## src/rtl/bcr_pkg.sv

```systemverilog
// Shared constants and types for the buck configuration register bank
package bcr_pkg;

  // Register byte addresses on the register access port
  localparam logic [7:0] BCR_ADDR_ILIM  = 8'h9C;
  localparam logic [7:0] BCR_ADDR_CORE2 = 8'h9D;
  localparam logic [7:0] BCR_ADDR_CORE1 = 8'h9E;
  localparam logic [7:0] BCR_ADDR_TERM  = 8'h9F;

  // Field positions
  localparam int BCR_ILIM2_LSB   = 4;
  localparam int BCR_ILIM1_LSB   = 0;
  localparam int BCR_ILIM_W      = 4;
  localparam int BCR_MODE_LSB    = 6;
  localparam int BCR_PD_BIT      = 5;
  localparam int BCR_TRACK_BIT   = 4;
  localparam int BCR_HALFREF_BIT = 3;
  localparam int BCR_SENSE_LSB   = 0;
  localparam int BCR_SENSE_W     = 3;

  // Writable bits per register; reserved bits 4:3 of the core configs stay zero
  localparam logic [7:0] BCR_CORE_MASK = 8'hE7;
  localparam logic [7:0] BCR_TERM_MASK = 8'hFF;

  // Values after reset
  localparam logic [7:0] BCR_RST_ILIM = 8'h00;
  localparam logic [7:0] BCR_RST_CONF = 8'h01;

  // Current limit scale in mA
  localparam logic [11:0] BCR_LIM_BASE_MA = 12'h1F4;
  localparam logic [11:0] BCR_LIM_STEP_MA = 12'h064;

  // Buck indices
  localparam int BCR_NUM_BUCKS = 3;
  localparam int BCR_CORE2     = 0;
  localparam int BCR_CORE1     = 1;
  localparam int BCR_TERM      = 2;

  typedef enum logic [1:0] {
    BCR_OP_VREG  = 2'h0,
    BCR_OP_SLEEP = 2'h1,
    BCR_OP_SYNC  = 2'h2,
    BCR_OP_AUTO  = 2'h3
  } bcr_op_e;

  function automatic logic [11:0] bcr_limit_ma(input logic [3:0] code, input logic full);
    logic [11:0] base;
    base = BCR_LIM_BASE_MA + BCR_LIM_STEP_MA * {8'h00, code};
    return full ? {base[10:0], 1'b0} : base;
  endfunction

endpackage

```

## src/rtl/bcr_sync.sv

```systemverilog
// Two-stage synchroniser for pin inputs
`timescale 1ns/100ps
module bcr_sync #(
  parameter int WIDTH = 1
) (
  input  wire logic             clk,
  input  wire logic             rst,
  input  wire logic             ce,
  input  wire logic [WIDTH-1:0] async_in,
  output logic      [WIDTH-1:0] sync_out
);
  logic [WIDTH-1:0] meta;
  logic [WIDTH-1:0] next_meta;
  logic [WIDTH-1:0] next_sync_out;

  // First stage feeds only the second stage
  always_comb begin
    next_meta     = ce ? async_in : meta;
    next_sync_out = ce ? meta : sync_out;
  end

  always_ff @(posedge clk) begin
    if (rst) begin
      meta     <= '0;
      sync_out <= '0;
    end else begin
      meta     <= next_meta;
      sync_out <= next_sync_out;
    end
  end
endmodule

```

## src/rtl/bcr_mode_decode.sv

```systemverilog
// Operation-select decode for one buck
`timescale 1ns/100ps
module bcr_mode_decode (
  input  wire logic [1:0] op_select,
  input  wire logic       vreg_sleep,
  output logic            op_sleep,
  output logic            op_sync,
  output logic            op_auto
);
  import bcr_pkg::*;

  // All four codes are legal, so no default item
  always_comb begin
    op_sleep = 1'b0;
    op_sync  = 1'b0;
    op_auto  = 1'b0;
    unique case (bcr_op_e'(op_select))
      BCR_OP_VREG: begin
        op_sleep = vreg_sleep;
        op_sync  = ~vreg_sleep;
      end
      BCR_OP_SLEEP: op_sleep = 1'b1;
      BCR_OP_SYNC:  op_sync  = 1'b1;
      BCR_OP_AUTO:  op_auto  = 1'b1;
    endcase
  end
endmodule

```

## src/rtl/bcr_top.sv

```systemverilog
// Configuration register bank for two core bucks and the termination-capable buck
`timescale 1ns/100ps
// What this block does
// - Bits 7:4 of limits register give second core limit, 500-2000 mA, doubled at full current.
// - Bits 3:0 of limits register give first core limit, same scale and doubling.
// - Second core mode: 00 voltage register, 01 sleep, 10 synchronous, 11 automatic.
// - First core mode uses the same four codes.
// - Termination buck mode uses the same four codes.
// - Second core pull-down on when bit 5 is 0, always off in dual-phase.
// - Bit 5 set removes first core or termination buck pull-down while disabled.
// - Second core sense bits each add own output, core or peripheral switch node.
// - First core code 000 senses own output, or remote differential sensing when merged.
// - First core sense bits combine sources; 000 turns off the sense mixer.
// - Termination buck sense bits combine own output, core and peripheral nodes.
// - Bit 4 makes termination buck track half the memory supply sense voltage.
// - Bit 3 low: comparator input and general input status; high: half reference out.
// - In voltage-register mode, bit 7 of active voltage register picks sleep or sync.
module bcr_top
  import bcr_pkg::*;
(
  input  wire logic                         clk,
  input  wire logic                         rst,
  input  wire logic                         ce,
  input  wire logic                         reg_wr,
  input  wire logic                         reg_rd,
  input  wire logic [7:0]                   reg_addr,
  input  wire logic [7:0]                   reg_wdata,
  output logic      [7:0]                   reg_rdata,
  output logic                              reg_rvalid,
  input  wire logic                         full_current_mode,
  input  wire logic                         core_bucks_merged,
  input  wire logic                         dual_phase_active,
  input  wire logic [bcr_pkg::BCR_NUM_BUCKS-1:0] vreg_sleep,
  input  wire logic                         memory_supply_sense_port,
  output logic      [11:0]                  second_core_current_limit,
  output logic      [11:0]                  first_core_current_limit,
  output logic      [bcr_pkg::BCR_NUM_BUCKS-1:0] buck_sleep,
  output logic      [bcr_pkg::BCR_NUM_BUCKS-1:0] buck_sync,
  output logic      [bcr_pkg::BCR_NUM_BUCKS-1:0] buck_auto,
  output logic      [bcr_pkg::BCR_NUM_BUCKS-1:0] buck_pulldown_on,
  output logic      [2:0]                   second_core_sense_select,
  output logic      [2:0]                   first_core_sense_select,
  output logic                              first_core_mixer_on,
  output logic                              first_core_remote_diff_sense,
  output logic      [2:0]                   termination_buck_sense_select,
  output logic                              termination_tracking_enable,
  output logic                              half_reference_output_enable,
  output logic                              comparator_input_function,
  output logic                              general_input_status_function
);
  import bcr_pkg::*;

  // Register state
  logic [7:0] ilim;
  logic [7:0] conf [BCR_NUM_BUCKS];
  logic [7:0] next_ilim;
  logic [7:0] next_conf [BCR_NUM_BUCKS];
  logic [7:0] next_reg_rdata;
  logic       next_reg_rvalid;
  logic [7:0] conf_mask [BCR_NUM_BUCKS];
  logic [7:0] conf_addr [BCR_NUM_BUCKS];

  // Decoded outputs
  logic [11:0] next_second_limit;
  logic [11:0] next_first_limit;
  logic [BCR_NUM_BUCKS-1:0] dec_sleep;
  logic [BCR_NUM_BUCKS-1:0] dec_sync;
  logic [BCR_NUM_BUCKS-1:0] dec_auto;
  logic [BCR_NUM_BUCKS-1:0] next_pulldown;
  logic [2:0]  next_second_sense;
  logic [2:0]  next_first_sense;
  logic        next_mixer_on;
  logic        next_remote_diff;
  logic [2:0]  next_term_sense;
  logic        next_tracking;
  logic        next_halfref;
  logic        next_comparator;
  logic        next_gpi;
  logic        gpi_pin_sync;
  logic [2:0]  first_code;

  assign conf_mask[BCR_CORE2] = BCR_CORE_MASK;
  assign conf_mask[BCR_CORE1] = BCR_CORE_MASK;
  assign conf_mask[BCR_TERM]  = BCR_TERM_MASK;
  assign conf_addr[BCR_CORE2] = BCR_ADDR_CORE2;
  assign conf_addr[BCR_CORE1] = BCR_ADDR_CORE1;
  assign conf_addr[BCR_TERM]  = BCR_ADDR_TERM;

  // Memory supply port status arrives from a pin
  bcr_sync #(
    .WIDTH (1)
  ) u_gpi_sync (
    .clk      (clk),
    .rst      (rst),
    .ce       (ce),
    .async_in (memory_supply_sense_port),
    .sync_out (gpi_pin_sync)
  );

  // Register writes and reads
  always_comb begin
    next_ilim       = ilim;
    next_reg_rdata  = reg_rdata;
    next_reg_rvalid = 1'b0;
    for (int i = 0; i < BCR_NUM_BUCKS; i++) begin
      next_conf[i] = conf[i];
    end
    if (ce) begin
      if (reg_wr && reg_addr == BCR_ADDR_ILIM) begin
        next_ilim = reg_wdata;
      end
      for (int i = 0; i < BCR_NUM_BUCKS; i++) begin
        if (reg_wr && reg_addr == conf_addr[i]) begin
          next_conf[i] = reg_wdata & conf_mask[i];
        end
      end
      if (reg_rd) begin
        next_reg_rvalid = 1'b1;
        // Unmapped addresses read as zero
        next_reg_rdata  = 8'h00;
        if (reg_addr == BCR_ADDR_ILIM) begin
          next_reg_rdata = ilim;
        end
        for (int i = 0; i < BCR_NUM_BUCKS; i++) begin
          if (reg_addr == conf_addr[i]) begin
            next_reg_rdata = conf[i];
          end
        end
      end
    end else begin
      next_reg_rvalid = reg_rvalid;
    end
  end

  always_ff @(posedge clk) begin
    if (rst) begin
      ilim       <= BCR_RST_ILIM;
      reg_rdata  <= 8'h00;
      reg_rvalid <= 1'b0;
      for (int i = 0; i < BCR_NUM_BUCKS; i++) begin
        conf[i] <= BCR_RST_CONF;
      end
    end else begin
      ilim       <= next_ilim;
      reg_rdata  <= next_reg_rdata;
      reg_rvalid <= next_reg_rvalid;
      for (int i = 0; i < BCR_NUM_BUCKS; i++) begin
        conf[i] <= next_conf[i];
      end
    end
  end

  // One operation decoder per buck
  for (genvar g = 0; g < BCR_NUM_BUCKS; g++) begin : g_mode
    logic [1:0] op_field;
    assign op_field = conf[g][BCR_MODE_LSB +: 2];
    // Separate decoder per buck keeps each buck's voltage-register bit on its own index
    bcr_mode_decode u_mode_decode (
      .op_select  (op_field),
      .vreg_sleep (vreg_sleep[g]),
      .op_sleep   (dec_sleep[g]),
      .op_sync    (dec_sync[g]),
      .op_auto    (dec_auto[g])
    );
  end

  // Analog control decode
  always_comb begin
    first_code        = conf[BCR_CORE1][BCR_SENSE_LSB +: BCR_SENSE_W];
    next_second_limit = bcr_limit_ma(ilim[BCR_ILIM2_LSB +: BCR_ILIM_W], full_current_mode);
    next_first_limit  = bcr_limit_ma(ilim[BCR_ILIM1_LSB +: BCR_ILIM_W], full_current_mode);
    // Dual-phase overrides the second core pull-down regardless of the bit
    next_pulldown[BCR_CORE2] = ~conf[BCR_CORE2][BCR_PD_BIT] & ~dual_phase_active;
    next_pulldown[BCR_CORE1] = ~conf[BCR_CORE1][BCR_PD_BIT];
    next_pulldown[BCR_TERM]  = ~conf[BCR_TERM][BCR_PD_BIT];
    // Code 000 is passed on unchanged; software must not write it
    next_second_sense = conf[BCR_CORE2][BCR_SENSE_LSB +: BCR_SENSE_W];
    next_term_sense   = conf[BCR_TERM][BCR_SENSE_LSB +: BCR_SENSE_W];
    next_mixer_on     = first_code != 3'h0;
    next_remote_diff  = first_code == 3'h0 && core_bucks_merged;
    next_first_sense  = first_code;
    if (first_code == 3'h0 && !core_bucks_merged) begin
      next_first_sense = 3'h1;
    end
    next_tracking   = conf[BCR_TERM][BCR_TRACK_BIT];
    next_halfref    = conf[BCR_TERM][BCR_HALFREF_BIT];
    next_comparator = ~conf[BCR_TERM][BCR_HALFREF_BIT];
    next_gpi        = ~conf[BCR_TERM][BCR_HALFREF_BIT] & gpi_pin_sync;
  end

  always_ff @(posedge clk) begin
    if (rst) begin
      second_core_current_limit     <= BCR_LIM_BASE_MA;
      first_core_current_limit      <= BCR_LIM_BASE_MA;
      buck_sleep                    <= '0;
      buck_sync                     <= '0;
      buck_auto                     <= '0;
      buck_pulldown_on              <= '0;
      second_core_sense_select      <= 3'h0;
      first_core_sense_select       <= 3'h0;
      first_core_mixer_on           <= 1'b0;
      first_core_remote_diff_sense  <= 1'b0;
      termination_buck_sense_select <= 3'h0;
      termination_tracking_enable   <= 1'b0;
      half_reference_output_enable  <= 1'b0;
      comparator_input_function     <= 1'b0;
      general_input_status_function <= 1'b0;
    end else if (ce) begin
      second_core_current_limit     <= next_second_limit;
      first_core_current_limit      <= next_first_limit;
      buck_sleep                    <= dec_sleep;
      buck_sync                     <= dec_sync;
      buck_auto                     <= dec_auto;
      buck_pulldown_on              <= next_pulldown;
      second_core_sense_select      <= next_second_sense;
      first_core_sense_select       <= next_first_sense;
      first_core_mixer_on           <= next_mixer_on;
      first_core_remote_diff_sense  <= next_remote_diff;
      termination_buck_sense_select <= next_term_sense;
      termination_tracking_enable   <= next_tracking;
      half_reference_output_enable  <= next_halfref;
      comparator_input_function     <= next_comparator;
      general_input_status_function <= next_gpi;
    end
  end
endmodule

```

## config.mk

```make
export PLATFORM = sky130hd
export DESIGN_NAME = bcr_top
export DESIGN_NICKNAME = d
export VERILOG_FILES = /design/src/rtl/bcr_pkg.sv /design/src/rtl/bcr_sync.sv /design/src/rtl/bcr_mode_decode.sv /design/src/rtl/bcr_top.sv
export SDC_FILE = /design/constraint.sdc
export NUM_CORES = 1
export LEC_CHECK = 0
export BUFFER_PORTS_ARGS = -buffer_cell sky130_fd_sc_hd__buf_4
export CAP_MARGIN = 15
export CORE_MARGIN = 2
export CORE_UTILIZATION = 55
export CTS_CLUSTER_SIZE = 20
export DETAILED_ROUTE_END_ITERATION = 12
export GPL_ROUTABILITY_DRIVEN = 0
export GPL_TIMING_DRIVEN = 1
export PLACE_DENSITY = 0.9
export SLEW_MARGIN = 5
export SYNTH_ARGS = -nofsm -noshare
export SYNTH_HDL_FRONTEND = slang
export SYNTH_SLANG_ARGS = --single-unit
export TNS_END_PERCENT = 10
```

## constraint.sdc

```tcl
create_clock -name clk -period 3.3 [get_ports clk]
set_input_delay 0.33 -clock clk [delete_from_list [all_inputs] [get_ports clk]]
set_output_delay 0.33 -clock clk [all_outputs]
set_load 0.02 [all_outputs]
```

==> key figures <==
Run status
  – Status: finished, final reports clean

STA
  – Measured slew at the worst slew-check pin: approximately 1.0 ns
  – Worst Slack Setup Final: around 0.36 ns
  – Relative slew margins: about 33%
  – Fin Setup TNS: 0 ns
  – Hold Fails Final Rpt: 0
  – RSZ-0062 raised after global routing: false
  – Worst hold margin: between 0.2 and 0.25 ns
  – Max Slew Vio Count: 0
  – Max Freq: around 340 MHz
  – Final setup viols: 0
  – Clock Skews: ~0.0095 ns
  – Post-route clock period utilization: between 80 and 90%
  – Final min period: a little under 3 ns

Power and ir drop
  – Switching Share: 24.96%
  – PwrDens: roughly 420 nW/um^2
  – Max IR drop VDD: 0.2695 mV
  – Leakage: roughly 2.2 nW
  – Clk pwr share: about two fifths
  – Reg power frac: between 50 and 60%
  – Int Pwr: around 0.0016 W
  – Combinational power share: under 10%
  – Net Switching: roughly 0.00053 W

Clock tree
  – Post-cts sizing count: 0
  – CTS tree: done
  – CTS Buf Count: 9
  – Root buffer cell: clkbuf_8
  – Clk slew on worst S/H paths: 0.09 ns
  – CTS max path bufs: 2
  – CTS sink cnt: between 80 and 90
  – CTS HTree Levels: 3
  – Worst-Skew Late Latency: 0.36 ns
  – Cts hold-fix bufs: 0
  – Post-CTS setup buffer count: 0

GRT
  – Grt ovf: 0
  – Initial antenna violation count: 0
  – Wire length of the first global-routing pass: between 15000 and 20000 um
  – Number of global-route vias before repair: between 3000 and 4000
  – Overall routing resource usage: roughly 25%
  – Largest net degree at the start of global routing: 75

Logic synthesis
  – Synth unique cells: 48
  – Synthesized cell area: about 4200 um^2
  – Seq/Total Area, Yosys: 41.10%
  – Post-Synthesis Cells: 445
  – Async set-reset flop share out of synthesis: 0%
  – Synth Register Bits: 86
  – Synth area leader: dfxtp_1
  – Syn Area/Cell: approximately 9.4 um^2
  – Post-synth EDFFs: 0
  – Synth warn: 0
  – Most frequently used flop master after synthesis: dfxtp_1
  – Synth top area share: between 40% and 50%
  – Top post-synthesis cells by area: dfxtp_1 (41%), mux2i_1 (11%), nor2_1 (6.8%)

Routing
  – Vias: 3505
  – WL/cell: between 15 and 20 um
  – Routed vias/inst: around 5.7
  – First-pass DRT Iterations: 4
  – # DRC: 0
  – Post-DRT Antenna Nets: 0
  – Total Wirelength: roughly 9800 um
  – Detailed router's first-iteration violation count: about 190

Finish
  – Final core occ: about 68%
  – Area Growth Syn to Fin: 19.53%
  – Post-layout nets: ~560
  – Filler instances: 562
  – Number of antenna diodes: 0
  – Fraction of layout cells with a size suffix above 1: around 23%

Die
  – Core ar.: ~7300 um^2
  – Die Ht: roughly 90 um
  – Top Ports: 88
  – Initial Util: around 57%
  – Floorplan row count: 31
  – Die width: a little over 90 um
  – Area of the die: 8330 um^2

Setup path
  – Worst EP required: about 3.6 ns
  – CP Launch Type: flop
  – Crit-path max FO: 9
  – Worst setup EP type: flop
  – Critical Path AT: roughly 3.2 ns
  – Kind of critical path: flop to flop

Place
  – Post-DP HPWL: 6774 um
  – PortBufs: 83
  – Worst slack at placement: about 0.39 ns

Worst hold path
  – Worst hold-check path type: primary input to flop

Run
  – Max-cap violations: 0
power groups by stage:
stage | clock network, W | logic [W] | registers [W]
2_1_floorplan | 0 | 0.000101 | 0.00113
3_3_place_gp | 0 | 0.000198 | 0.00110
3_5_place_dp | 0 | 0.000201 | 0.00110
4_1_cts | 0.000850 | 0.000202 | 0.00108
5_1_grt | 0.000901 | 0.000218 | 0.00108
6_report | 0.000847 | 0.000201 | 0.00108
flip-flops by register name, indices dropped and copies added, names as in the netlist, 8 cells and up:
signal,count
conf,20
first_core_current_limit,10
ilim,8
reg_rdata,8
second_core_current_limit,10
layout by cell type, fill, tap and decap left out, types with 5 or more instances in the layout:
master and count:
nand2_1 28, xor2_1 8, dfxtp_1 86, a211oi_1 8
ha_1 20, a21oi_1 26, nor3_1 14, clkbuf_8 10
inv_1 13, o21ai_0 5, buf_4 85, mux2i_1 48
nand3_1 11, a22oi_1 8, mux4_2 5, nor2_1 76
o211ai_1 8, xnor2_1 8
worst max-delay path, stage by stage (launching register included):
cell and delay, ns:
dfxtp_1 0.54, ha_1 0.33, ha_1 0.25, fa_1 0.49
or4_4 0.46, a211oi_2 0.27, xor2_1 0.21, mux2i_1 0.11
a211oi_2 0.21
through the flow:
stage / area [um^2] / instances / total power, W
after floorplan: 4200 / 448 / 0.001228
after global placement: 4777 / 601 / 0.001297
after detailed placement: 4777 / 601 / 0.001301
after CTS: 5007 / 617 / 0.002128
after global routing: 5007 / 617 / 0.002199
final: 5007 / 617 / 0.002124
metal layers:
| metal | vias up | track usage (%) | wire [um] |
|---|---|---|---|
| met5 | - | 0 | 0 |
| li1 | 1679 | - | - |
| met2 | 139 | 42.10 | 4887 |
| met1 | 1668 | 30.48 | 4147 |
| met4 | 0 | 10.10 | 246 |
| met3 | 19 | 4.896 | 539 |
worst paths after layout:
check | end | depth (start not counted) | start | slack, ns
min reg2reg | first_core_remote_diff_sense$_SDFFE_PP0P_ | 2 | first_core_remote_diff_sense$_SDFFE_PP0P_ | 0.47
max | first_core_current_limit[9]$_SDFFE_PP0P_ | 8 | ilim[0]$_SDFFE_PP0P_ | 0.36
max reg2reg | first_core_current_limit[9]$_SDFFE_PP0P_ | 8 | ilim[0]$_SDFFE_PP0P_ | 0.36
min | conf[0][8]$_SDFFE_PP1P_ | 3 | reg_wdata[0] | 0.21
cell families after synthesis:
| group | after synthesis | synth area share, % |
|---|---|---|
| buffers and inverters | 44 | 5.585 |
| multiplexers | 54 | 14.79 |
| flip-flops | 86 | 41.10 |
| AO/OA/AOI/OAI | 73 | 11.65 |
| XOR/XNOR | 16 | 3.345 |
| adder cells (fa/ha/maj) | 22 | 6.930 |
| other | 1 | 0.08952 |
| AND/OR/NAND/NOR | 149 | 16.52 |
final cells by class:
cell class,instances,area [um^2],share of cell area [%]
flip-flops and latches,86,1722,34.38
clock buffers,10,137.6,2.749
well taps,99,123.9,2.474
inverters,13,48.80,0.9745
repair buffers,85,638.1,12.74
clock inverters,6,92.59,1.849
multi-input cells,318,2245,44.83
synthesized netlist by cell type (3+ instances only):
cell      count
nand3_1      11
a22oi_1       8
nor2_1       76
buf_4         4
a21oi_1      26
ha_1         20
dfxtp_1      86
xor2_1        8
clkbuf_8      3
xnor2_1       8
a211oi_1      8
o21ai_0       5
nand2_1      28
buf_6         3
mux2i_1      48
mux4_2        5
nor2b_1       4
nor3_1       14
inv_1        13
clkbuf_1     20
o211ai_1      8
Power figures use the tool's default switching activity.
